<file path="config.mk">
export PLATFORM = sky130hd
export DESIGN_NAME = config_index_data_bank
export DESIGN_NICKNAME = d
export VERILOG_FILES = /design/src/config_bank_pkg.sv /design/src/config_index_data_bank.sv
export SDC_FILE = /design/constraint.sdc
export NUM_CORES = 2
export LEC_CHECK = 0
export BUFFER_PORTS_ARGS = -buffer_cell sky130_fd_sc_hd__buf_2
export CELL_PAD_IN_SITES_DETAIL_PLACEMENT = 1
export CELL_PAD_IN_SITES_GLOBAL_PLACEMENT = 1
export CORE_AREA = 2 2 554 556
export CTS_BUF_LIST = sky130_fd_sc_hd__clkbuf_8
export CTS_CLUSTER_DIAMETER = 120
export DETAILED_ROUTE_END_ITERATION = 12
export DIE_AREA = 0 0 556 558
export PLACE_DENSITY_LB_ADDON = 0.1
export SLEW_MARGIN = 20
export SYNTH_ARGS = -nofsm -noshare
export SYNTH_HDL_FRONTEND = slang
export SYNTH_SLANG_ARGS = --single-unit
</file>
<file path="constraint.sdc">
create_clock -name clk -period 7.15 [get_ports clk]
set_input_delay 1.0725 -clock clk [delete_from_list [all_inputs] [get_ports clk]]
set_output_delay 1.0725 -clock clk [all_outputs]
set_load 0.03 [all_outputs]
</file>
<file path="src/config_bank_pkg.sv">
// constants for the index/data configuration register bank
// assumes an 8-bit internal i/o bus on the host bus clock
package config_bank_pkg;

    // configuration port pair, chosen by the base-select strap
    localparam logic [15:0] CFG_BASE_PRIMARY   = 16'h002e;
    localparam logic [15:0] CFG_BASE_ALTERNATE = 16'h004e;
    localparam logic [15:0] DATA_PORT_OFFSET   = 16'h0001;

    // register indices
    localparam logic [7:0] IDX_DEVICE_SELECT = 8'h07;
    localparam logic [7:0] IDX_GLOBAL_FIRST  = 8'h20;
    localparam logic [7:0] IDX_GLOBAL_LAST   = 8'h2f;
    localparam logic [7:0] IDX_CHIP_ID       = 8'h20;
    localparam logic [7:0] IDX_CHIP_REV      = 8'h27;
    localparam logic [7:0] IDX_BANK_FIRST    = 8'h30;
    localparam logic [7:0] IDX_ACTIVATE      = 8'h30;
    localparam logic [7:0] IDX_BASE_HIGH     = 8'h60;
    localparam logic [7:0] IDX_BASE_LOW      = 8'h61;
    localparam logic [7:0] IDX_IRQ_NUMBER    = 8'h70;
    localparam logic [7:0] IDX_IRQ_TYPE      = 8'h71;
    localparam logic [7:0] IDX_DMA_FIRST     = 8'h74;
    localparam logic [7:0] IDX_DMA_SECOND    = 8'h75;
    localparam logic [7:0] IDX_VENDOR_FIRST  = 8'hf0;
    localparam logic [7:0] IDX_VENDOR_LAST   = 8'hfe;

    // field positions
    localparam int IRQ_WAKE_BIT  = 4;
    localparam int IRQ_LEVEL_BIT = 0;
    localparam int IRQ_HIGH_BIT  = 1;

    // reset and read-back values
    localparam logic [7:0] INDEX_RESET      = 8'h00;
    localparam logic [7:0] DEVICE_SEL_RESET = 8'h00;
    localparam logic [7:0] UNIMPL_READ      = 8'h00;
    localparam logic [7:0] UNIMPL_DMA_READ  = 8'h04;
    localparam logic [2:0] DMA_NONE         = 3'h4;
    localparam logic [3:0] NO_INTERRUPT_CODE = 4'h0;

    // logical device codes, one bank each
    localparam int NUM_BANKS    = 9;
    localparam int VENDOR_COUNT = 15;
    localparam int GLOBAL_COUNT = 16;
    localparam logic [3:0] BANK_NONE = 4'h9;
    localparam logic [7:0] FLOPPY_CONTROLLER_DEVICE = 8'h00;
    localparam logic [7:0] PRINTER_PORT_DEVICE      = 8'h01;
    localparam logic [7:0] SERIAL_PORT_TWO_INFRARED = 8'h02;
    localparam logic [7:0] SERIAL_PORT_ONE          = 8'h03;
    localparam logic [7:0] GPIO_PORTS_DEVICE        = 8'h07;
    localparam logic [7:0] TIMEOUT_MONITOR_DEVICE   = 8'h0a;
    localparam logic [7:0] JOYSTICK_PORT_DEVICE     = 8'h0b;
    localparam logic [7:0] MIDI_PORT_DEVICE         = 8'h0c;
    localparam logic [7:0] BUS_EXTENSION_DEVICE     = 8'h0f;

endpackage

</file>
<file path="src/config_index_data_bank.sv">
// index/data configuration register file with per-device banks
// assumes the bus bridge presents one-cycle i/o read/write strobes on clk
// Notes on behaviour
// - strap picks config port pair 2Eh/2Fh or 4Eh/4Fh, caught during reset.
// - index register at base+0, read/write, reads last written, resets to 00h.
// - data port at base+1 reaches whichever register the index selects.
// - global registers below 30h are unbanked, reachable from any bank.
// - indices 30h and up go to the bank chosen by the device select.
// - index 07h selects the bank; nine codes valid, the rest reserved.
// - unimplemented registers ignore writes, read 00h, but 74h/75h read 04h.
// - registers answer right after reset release, with no wait.
// - reserved bits read zero; host uses read-modify-write on them.
// - bit 0 of 30h activates the device; upper bits reserved.
// - inactive bus extension blocks function access yet keeps bridging.
// - 60h/61h hold high and low bytes of the 16-bit base.
// - bit 4 of 70h enables wake-up on the device interrupt, default off.
// - bits 3-0 of 70h pick interrupt 1..15; zero means none.
// - 71h bit 0 edge/level, bit 1 low/high polarity; rest reserved.
// - single-type devices keep a read-only interrupt type register.
// - 74h bits 2-0 pick first dma channel 0..3; 4 means none.
// - 75h picks second dma channel with the same encoding.
// - F0h-FEh hold device-specific option bytes per bank.
// - register values drive each functional block as control signals.
// - bus reset returns every bank and global register to default.
// - base low bits covering the device range are forced zero, read-only.
`timescale 1ns/1ps
`default_nettype none
module config_index_data_bank
    import config_bank_pkg::*;
#(
    // log2 of each bank's i/o range, 3 bits per bank, bank 0 lowest
    parameter logic [NUM_BANKS*3-1:0] BASE_ALIGN_BITS  = {NUM_BANKS{3'h3}},
    parameter logic [NUM_BANKS-1:0]   IRQ_TYPE_FIXED   = '0,
    parameter logic [NUM_BANKS*2-1:0] IRQ_TYPE_DEFAULT = '0,
    parameter logic [NUM_BANKS-1:0]   DMA_FIRST_HAS    = {NUM_BANKS{1'b1}},
    parameter logic [NUM_BANKS-1:0]   DMA_SECOND_HAS   = {NUM_BANKS{1'b1}},
    // identification values are arbitrary
    parameter logic [7:0]             CHIP_ID          = 8'ha5,
    parameter logic [7:0]             CHIP_REV         = 8'h01
) (
    input  wire logic                            clk,
    input  wire logic                            reset,
    input  wire logic                            baseSelectStrap,
    input  wire logic [15:0]                     ioAddr,
    input  wire logic                            ioWrite,
    input  wire logic                            ioRead,
    input  wire logic [7:0]                      ioWdata,
    input  wire logic [NUM_BANKS-1:0]            devIrq,
    output logic      [7:0]                      ioRdata,
    output logic                                 ioRvalid,
    output logic      [NUM_BANKS-1:0]            devActive,
    output logic      [NUM_BANKS-1:0]            devFunctionAccess,
    output logic      [NUM_BANKS*16-1:0]         devBaseAddr,
    output logic      [NUM_BANKS*4-1:0]          devIrqNumber,
    output logic      [NUM_BANKS-1:0]            devIrqWakeEn,
    output logic      [NUM_BANKS-1:0]            devIrqLevel,
    output logic      [NUM_BANKS-1:0]            devIrqHigh,
    output logic      [NUM_BANKS*3-1:0]          devDmaFirst,
    output logic      [NUM_BANKS*3-1:0]          devDmaSecond,
    output logic      [NUM_BANKS*VENDOR_COUNT*8-1:0] devVendorOpts,
    output logic                                 wakeEvent
);

    function automatic logic [3:0] bankOf(input logic [7:0] code);
        logic [3:0] b;
        b = BANK_NONE;
        case (code)
            FLOPPY_CONTROLLER_DEVICE: b = 4'h0;
            PRINTER_PORT_DEVICE:      b = 4'h1;
            SERIAL_PORT_TWO_INFRARED: b = 4'h2;
            SERIAL_PORT_ONE:          b = 4'h3;
            GPIO_PORTS_DEVICE:        b = 4'h4;
            TIMEOUT_MONITOR_DEVICE:   b = 4'h5;
            JOYSTICK_PORT_DEVICE:     b = 4'h6;
            MIDI_PORT_DEVICE:         b = 4'h7;
            BUS_EXTENSION_DEVICE:     b = 4'h8;
            default:                  b = BANK_NONE;
        endcase
        return b;
    endfunction

    // ones over the low base bits that the device decodes itself
    function automatic logic [15:0] alignMask(input int b);
        logic [2:0] bits;
        bits = BASE_ALIGN_BITS[b*3 +: 3];
        return (16'h0001 << bits) - 16'h0001;
    endfunction

    logic             strapMeta_q;
    logic             strapSync_q;
    logic             baseSel_q;
    logic [7:0]       idx_q;
    logic [7:0]       ldn_q;
    logic [7:0]       global_q [GLOBAL_COUNT];
    logic [NUM_BANKS-1:0] active_q;
    logic [15:0]      base_q   [NUM_BANKS];
    logic [3:0]       irqNum_q [NUM_BANKS];
    logic [NUM_BANKS-1:0] wakeEn_q;
    logic [1:0]       irqType_q [NUM_BANKS];
    logic [2:0]       dma0_q   [NUM_BANKS];
    logic [2:0]       dma1_q   [NUM_BANKS];
    logic [7:0]       vendor_q [NUM_BANKS][VENDOR_COUNT];
    logic [NUM_BANKS-1:0] irqPrev_q;
    logic [7:0]       ioRdata_q;
    logic             ioRvalid_q;
    logic             wakeEvent_q;

    logic [15:0]      cfgBase;
    logic             hitIndex;
    logic             hitData;
    logic [3:0]       selBank;
    logic             bankOk;
    logic             dataWr;
    logic             inGlobal;
    logic             globalRo;
    logic             inVendor;
    logic [7:0]       rdData;
    logic [NUM_BANKS-1:0] irqAsserted;
    logic [15:0]      keepMask [NUM_BANKS];

    // strap is a pin: synchronise, then hold whatever it showed while reset was high
    always_ff @(posedge clk) begin
        strapMeta_q <= baseSelectStrap;
        strapSync_q <= strapMeta_q;
    end

    always_ff @(posedge clk) begin
        if (reset) begin
            baseSel_q <= strapSync_q;
        end
    end

    assign cfgBase  = baseSel_q ? CFG_BASE_ALTERNATE : CFG_BASE_PRIMARY;
    assign hitIndex = (ioAddr == cfgBase);
    assign hitData  = (ioAddr == cfgBase + DATA_PORT_OFFSET);
    assign dataWr   = ioWrite && hitData;
    assign selBank  = bankOf(ldn_q);
    assign bankOk   = (selBank != BANK_NONE) && (idx_q >= IDX_BANK_FIRST);
    assign inGlobal = (idx_q >= IDX_GLOBAL_FIRST) && (idx_q <= IDX_GLOBAL_LAST);
    assign globalRo = (idx_q == IDX_CHIP_ID) || (idx_q == IDX_CHIP_REV);
    assign inVendor = (idx_q >= IDX_VENDOR_FIRST) && (idx_q <= IDX_VENDOR_LAST);

    // index only moves on a write to base+0, never on data accesses
    always_ff @(posedge clk) begin
        if (reset) begin
            idx_q <= INDEX_RESET;
        end else if (ioWrite && hitIndex) begin
            idx_q <= ioWdata;
        end
    end

    // device select stores any code; reserved codes leave banked space unmapped
    always_ff @(posedge clk) begin
        if (reset) begin
            ldn_q <= DEVICE_SEL_RESET;
        end else if (dataWr && idx_q == IDX_DEVICE_SELECT) begin
            ldn_q <= ioWdata;
        end
    end

    // unbanked global storage; id and revision slots are read-only
    always_ff @(posedge clk) begin
        if (reset) begin
            for (int g = 0; g < GLOBAL_COUNT; g++) begin
                global_q[g] <= 8'h00;
            end
        end else if (dataWr && inGlobal && !globalRo) begin
            global_q[idx_q[3:0]] <= ioWdata;
        end
    end

    // banked registers; writes to holes fall through and are dropped
    always_ff @(posedge clk) begin
        if (reset) begin
            for (int b = 0; b < NUM_BANKS; b++) begin
                active_q[b]  <= 1'b0;
                base_q[b]    <= 16'h0000;
                irqNum_q[b]  <= NO_INTERRUPT_CODE;
                wakeEn_q[b]  <= 1'b0;
                irqType_q[b] <= IRQ_TYPE_DEFAULT[b*2 +: 2];
                dma0_q[b]    <= DMA_NONE;
                dma1_q[b]    <= DMA_NONE;
                for (int v = 0; v < VENDOR_COUNT; v++) begin
                    vendor_q[b][v] <= 8'h00;
                end
            end
        end else if (dataWr && bankOk) begin
            for (int b = 0; b < NUM_BANKS; b++) begin
                if (b == int'(selBank)) begin
                    if (idx_q == IDX_ACTIVATE) begin
                        active_q[b] <= ioWdata[0];
                    end
                    if (idx_q == IDX_BASE_HIGH) begin
                        base_q[b][15:8] <= ioWdata & keepMask[b][15:8];
                    end
                    if (idx_q == IDX_BASE_LOW) begin
                        base_q[b][7:0] <= ioWdata & keepMask[b][7:0];
                    end
                    if (idx_q == IDX_IRQ_NUMBER) begin
                        irqNum_q[b] <= ioWdata[3:0];
                        wakeEn_q[b] <= ioWdata[IRQ_WAKE_BIT];
                    end
                    if (idx_q == IDX_IRQ_TYPE && !IRQ_TYPE_FIXED[b]) begin
                        irqType_q[b] <= {ioWdata[IRQ_HIGH_BIT], ioWdata[IRQ_LEVEL_BIT]};
                    end
                    // reserved codes 5-7 are stored as written; the block treats them as none
                    if (idx_q == IDX_DMA_FIRST && DMA_FIRST_HAS[b]) begin
                        dma0_q[b] <= ioWdata[2:0];
                    end
                    if (idx_q == IDX_DMA_SECOND && DMA_SECOND_HAS[b]) begin
                        dma1_q[b] <= ioWdata[2:0];
                    end
                    if (inVendor) begin
                        vendor_q[b][idx_q[3:0]] <= ioWdata;
                    end
                end
            end
        end
    end

    // read path: reserved bits come back as zero
    always_comb begin
        rdData = ((idx_q == IDX_DMA_FIRST) || (idx_q == IDX_DMA_SECOND))
               ? UNIMPL_DMA_READ : UNIMPL_READ;
        if (idx_q == IDX_DEVICE_SELECT) begin
            rdData = ldn_q;
        end else if (idx_q == IDX_CHIP_ID) begin
            rdData = CHIP_ID;
        end else if (idx_q == IDX_CHIP_REV) begin
            rdData = CHIP_REV;
        end else if (inGlobal) begin
            rdData = global_q[idx_q[3:0]];
        end else if (bankOk) begin
            if (idx_q == IDX_ACTIVATE) begin
                rdData = {7'h00, active_q[selBank]};
            end else if (idx_q == IDX_BASE_HIGH) begin
                rdData = base_q[selBank][15:8];
            end else if (idx_q == IDX_BASE_LOW) begin
                rdData = base_q[selBank][7:0];
            end else if (idx_q == IDX_IRQ_NUMBER) begin
                rdData = {3'h0, wakeEn_q[selBank], irqNum_q[selBank]};
            end else if (idx_q == IDX_IRQ_TYPE) begin
                rdData = {6'h00, irqType_q[selBank]};
            end else if (idx_q == IDX_DMA_FIRST && DMA_FIRST_HAS[selBank]) begin
                rdData = {5'h00, dma0_q[selBank]};
            end else if (idx_q == IDX_DMA_SECOND && DMA_SECOND_HAS[selBank]) begin
                rdData = {5'h00, dma1_q[selBank]};
            end else if (inVendor) begin
                rdData = vendor_q[selBank][idx_q[3:0]];
            end
        end
    end

    // answer one cycle after the strobe, from the first cycle out of reset
    always_ff @(posedge clk) begin
        if (reset) begin
            ioRdata_q  <= 8'h00;
            ioRvalid_q <= 1'b0;
        end else begin
            ioRvalid_q <= ioRead && (hitIndex || hitData);
            if (ioRead && hitIndex) begin
                ioRdata_q <= idx_q;
            end else if (ioRead && hitData) begin
                ioRdata_q <= rdData;
            end
        end
    end

    // wake-up: a fresh assertion of an enabled device interrupt, polarity-aware
    assign irqAsserted = devIrq ~^ devIrqHigh;

    always_ff @(posedge clk) begin
        if (reset) begin
            irqPrev_q   <= '0;
            wakeEvent_q <= 1'b0;
        end else begin
            irqPrev_q   <= irqAsserted;
            wakeEvent_q <= |(irqAsserted & ~irqPrev_q & wakeEn_q);
        end
    end

    // control fan-out; deactivation only gates host access, so bridging that
    // reads base and option values keeps running while the device is off
    for (genvar b = 0; b < NUM_BANKS; b++) begin : g_out
        // bits the base register may hold; fixed per bank, so no logic per write
        assign keepMask[b] = ~alignMask(b);
        assign devBaseAddr[b*16 +: 16] = base_q[b];
        assign devIrqNumber[b*4 +: 4]  = irqNum_q[b];
        assign devIrqLevel[b]          = irqType_q[b][0];
        assign devIrqHigh[b]           = irqType_q[b][1];
        assign devDmaFirst[b*3 +: 3]   = dma0_q[b];
        assign devDmaSecond[b*3 +: 3]  = dma1_q[b];
        for (genvar v = 0; v < VENDOR_COUNT; v++) begin : g_vend
            assign devVendorOpts[(b*VENDOR_COUNT+v)*8 +: 8] = vendor_q[b][v];
        end
    end
    assign devActive         = active_q;
    assign devFunctionAccess = active_q;
    assign devIrqWakeEn      = wakeEn_q;
    assign ioRdata           = ioRdata_q;
    assign ioRvalid          = ioRvalid_q;
    assign wakeEvent         = wakeEvent_q;
endmodule
`default_nettype wire

</file>
==> impl_metrics.json <==
{
  "outcome": "finished clean",
  "synthSimpleGateAreaFrac": 0.133,
  "cts.clk_slew.worst_paths_ps": 60,
  "synthMuxAreaShare": 0.0593,
  "synthXorXnorAreaFrac": 0.00114,
  "synth_flop_cell": "edfxtp_1",
  "grt_pass1_wl_um": 652000,
  "antenna_found_initial": 75,
  "grt_use_met3": 0.0769,
  "dpl.hpwl_um": 387000,
  "drive_gt1_frac": 0.296,
  "die_x_um": 556,
  "cts_tree": "done",
  "peakVddDrop_mv": 0.117,
  "critPathKind": "flop to flop",
  "hold_class": "primary input to flop",
  "root_buffer": "clkbuf_8",
  "hold_viol": 0,
  "rsz0062_at_grt": "no",
  "ys_types": 90,
  "drt_iter0_markers": 7245,
  "syn_inst": 5766,
  "synth_top_cell_by_area": "edfxtp_1",
  "p_per_area_mw_per_mm2": 251,
  "postRouteAntennaNets": 0,
  "htreeDepth": 5,
  "drc": 0,
  "rr_endpoint": "ioRdata[1]",
  "reg2reg_depth": 10,
  "yosys.area_share.adder": 0,
  "crit_path_end_kind": "flop",
  "reg2reg_setup_slack_ps": 1940,
  "synth_compound_area_frac": 0.121,
  "yosysMostFrequentCell": "edfxtp_1",
  "drv_cap": 0,
  "synthesis.area_mm2": 0.0689,
  "cts_setup_buffers": 0,
  "core_mm2": 0.305,
  "cts_resized": 0,
  "yosysTopAreaCellShare": 0.625,
  "vias_per_cell": 5.38,
  "clockBufferDepth": 4,
  "finalCriticalPeriod_ps": 5210,
  "die_area_mm2": 0.310,
  "grt_max_degree": 112,
  "worst_pin_slew_ps": 1170,
  "syn_area_per_cell_um2": 11.9,
  "finClkSkew_ps": 93.3,
  "ys_seq_area_frac": 0.643,
  "relSlewSlack": 0.211,
  "start_util": 0.226,
  "synth-seq-cells": 1497,
  "hp-start": "baseSelectStrap",
  "syn2layout_area_growth_pct": 24.5,
  "routed_wl_um": 515000,
  "hold_end": "strapMeta_q",
  "synthTopCellsByArea": "edfxtp_1, nor2_1, mux2i_1",
  "hold_buffers": 0,
  "place_area_mm2": 0.0801,
  "final_area_mm2": 0.0858,
  "netlist_top_cells_count": "edfxtp_1, nor2_1, nand2_1, o21ai_0, clkbuf_1",
  "grt_usage": 0.321,
  "cp.required_ps": 8060,
  "cts.sinks": 1497,
  "synth_top_family_by_area": "simple AND/OR/NAND/NOR gates",
  "finalCritPeriodShare": 0.728,
  "use_met2": 0.535,
  "num_rows": 203,
  "critPathArrivalTime_ps": 6120,
  "final_max_slew_viol_count": 0,
  "dieHeight_um": 558,
  "grt_overflow": 0,
  "routedWlPerCell_um": 45.3,
  "top_usage_layer": "met2",
  "use_met1": 0.396,
  "setup_viol": 0,
  "leakagePower_nw": 30.4,
  "final_util": 0.282,
  "whs_path_depth": 1,
  "path_max_fanout": 35,
  "port_buffers": 1379,
  "fmax_ghz": 0.192,
  "ios": 1407,
  "place_congestion": 0.888,
  "first_pass_iters": 6,
  "tns_ps": 0,
  "vias": 61200,
  "insertion_delay_ps": 1080,
  "worst_setup_path_start_kind": "flop",
  "grt_pass1_vias": 60400,
  "fin_nets": 7160,
  "async_reset_ff_frac": 0,
  "ys_warn_count": 0,
  "cts_buffers": 306,
  "synth_edf_count": 1434
}
-- cell usage in the layout (no fill, tap or decap), drive strengths merged, types with 97 or more instances in the layout --
cell,synthesis,layout
a21o,194,194
a21oi,186,186
buf,318,1559
clkbuf,235,317
clkinv,2,99
edfxtp,1434,1434
inv,37,138
mux2i,189,189
nand2,280,280
nor2,1414,1414
nor3,97,97
o21ai,261,261
o22ai,138,138
-- kinds of logic after synthesis --
| group | after synthesis |
|---|---|
| buffers and inverters | 592 |
| other | 1 |
| muxes | 328 |
| DFF | 1497 |
| and+or+nand+nor | 2113 |
| xor gates and xnor gates | 9 |
| AOI/OAI and AO/OA | 1226 |
-- power by group --
| part | leakage, nW | switching [W] | internal [W] |
|---|---|---|---|
| sequential | 14.2 | 0.000499 | 0.0100 |
| combinational | 13.0 | 0.00174 | 0.000432 |
| clock | 3.20 | 0.00438 | 0.00444 |
| total | 30.4 | 0.00662 | 0.0149 |
-- final cells by class --
type	count	area, µm²
Fill cell	34000	219000
Sequential cell	1497	44300
Multi-Input combinational cell	3719	22100
Timing Repair Buffer	1559	8490
Tap cell	3997	5000
Clock buffer	317	4360
Clock inverter	213	1250
Inverter	39	156
Antenna cell	20	50.0
-- registers in the layout, indices dropped and copies added (netlist names), 8 cells and up, named ones only --
signal,flops
idx_q,8
dma1_q,27
devActive,9
global_q,128
irqPrev_q,9
irqType_q,18
devIrqWakeEn,9
vendor_q,1080
dma0_q,27
ioRdata,8
ldn_q,8
base_q,117
irqNum_q,36
-- per-layer routing --
layer,wire [µm],vias to the layer above,share of wire
met2,246000,3652,0.48
met5,27,-,0.000052
li1,-,24100,-
met3,44200,625,0.086
met4,22900,4,0.044
met1,202000,32800,0.39
-- through the flow --
step	power (W)	instances	setup WS [ps]	hold WS [ps]
global placement	0.0129	10800	1430	315
CTS	0.0217	11300	2090	28.4
finish	0.0215	11400	1940	138
floorplan	0.0116	5808	3670	310
detailed placement	0.0129	10800	1820	314
global route	0.0221	11300	2030	60.1
-- critical path, cell delays in order, from the launching register on --
cell      delay, ps
dfxtp_4         670
buf_4           620
nand3_4         860
buf_4           530
o22ai_1         190
a21oi_1         130
a211oi_1        770
a311oi_1        320
and4_1          430
a311oi_1        250
a211oi_1        100
-- how the worst max path moves through the flow --
stage	start	slack, ps	end	depth (start not counted)
2_1_floorplan	ioAddr[11]	3670	global_q[12][0]	7
3_3_place_gp	ioAddr[11]	1430	vendor_q[1][49]	11
3_5_place_dp	ioAddr[11]	1820	base_q[0][0]	11
4_1_cts	flop	2090	ioRdata[1]	10
5_1_grt	flop	2030	ioRdata[4]	9
6_report	flop	1940	ioRdata[1]	10
Note: power is estimated with default switching activity, not from simulation.
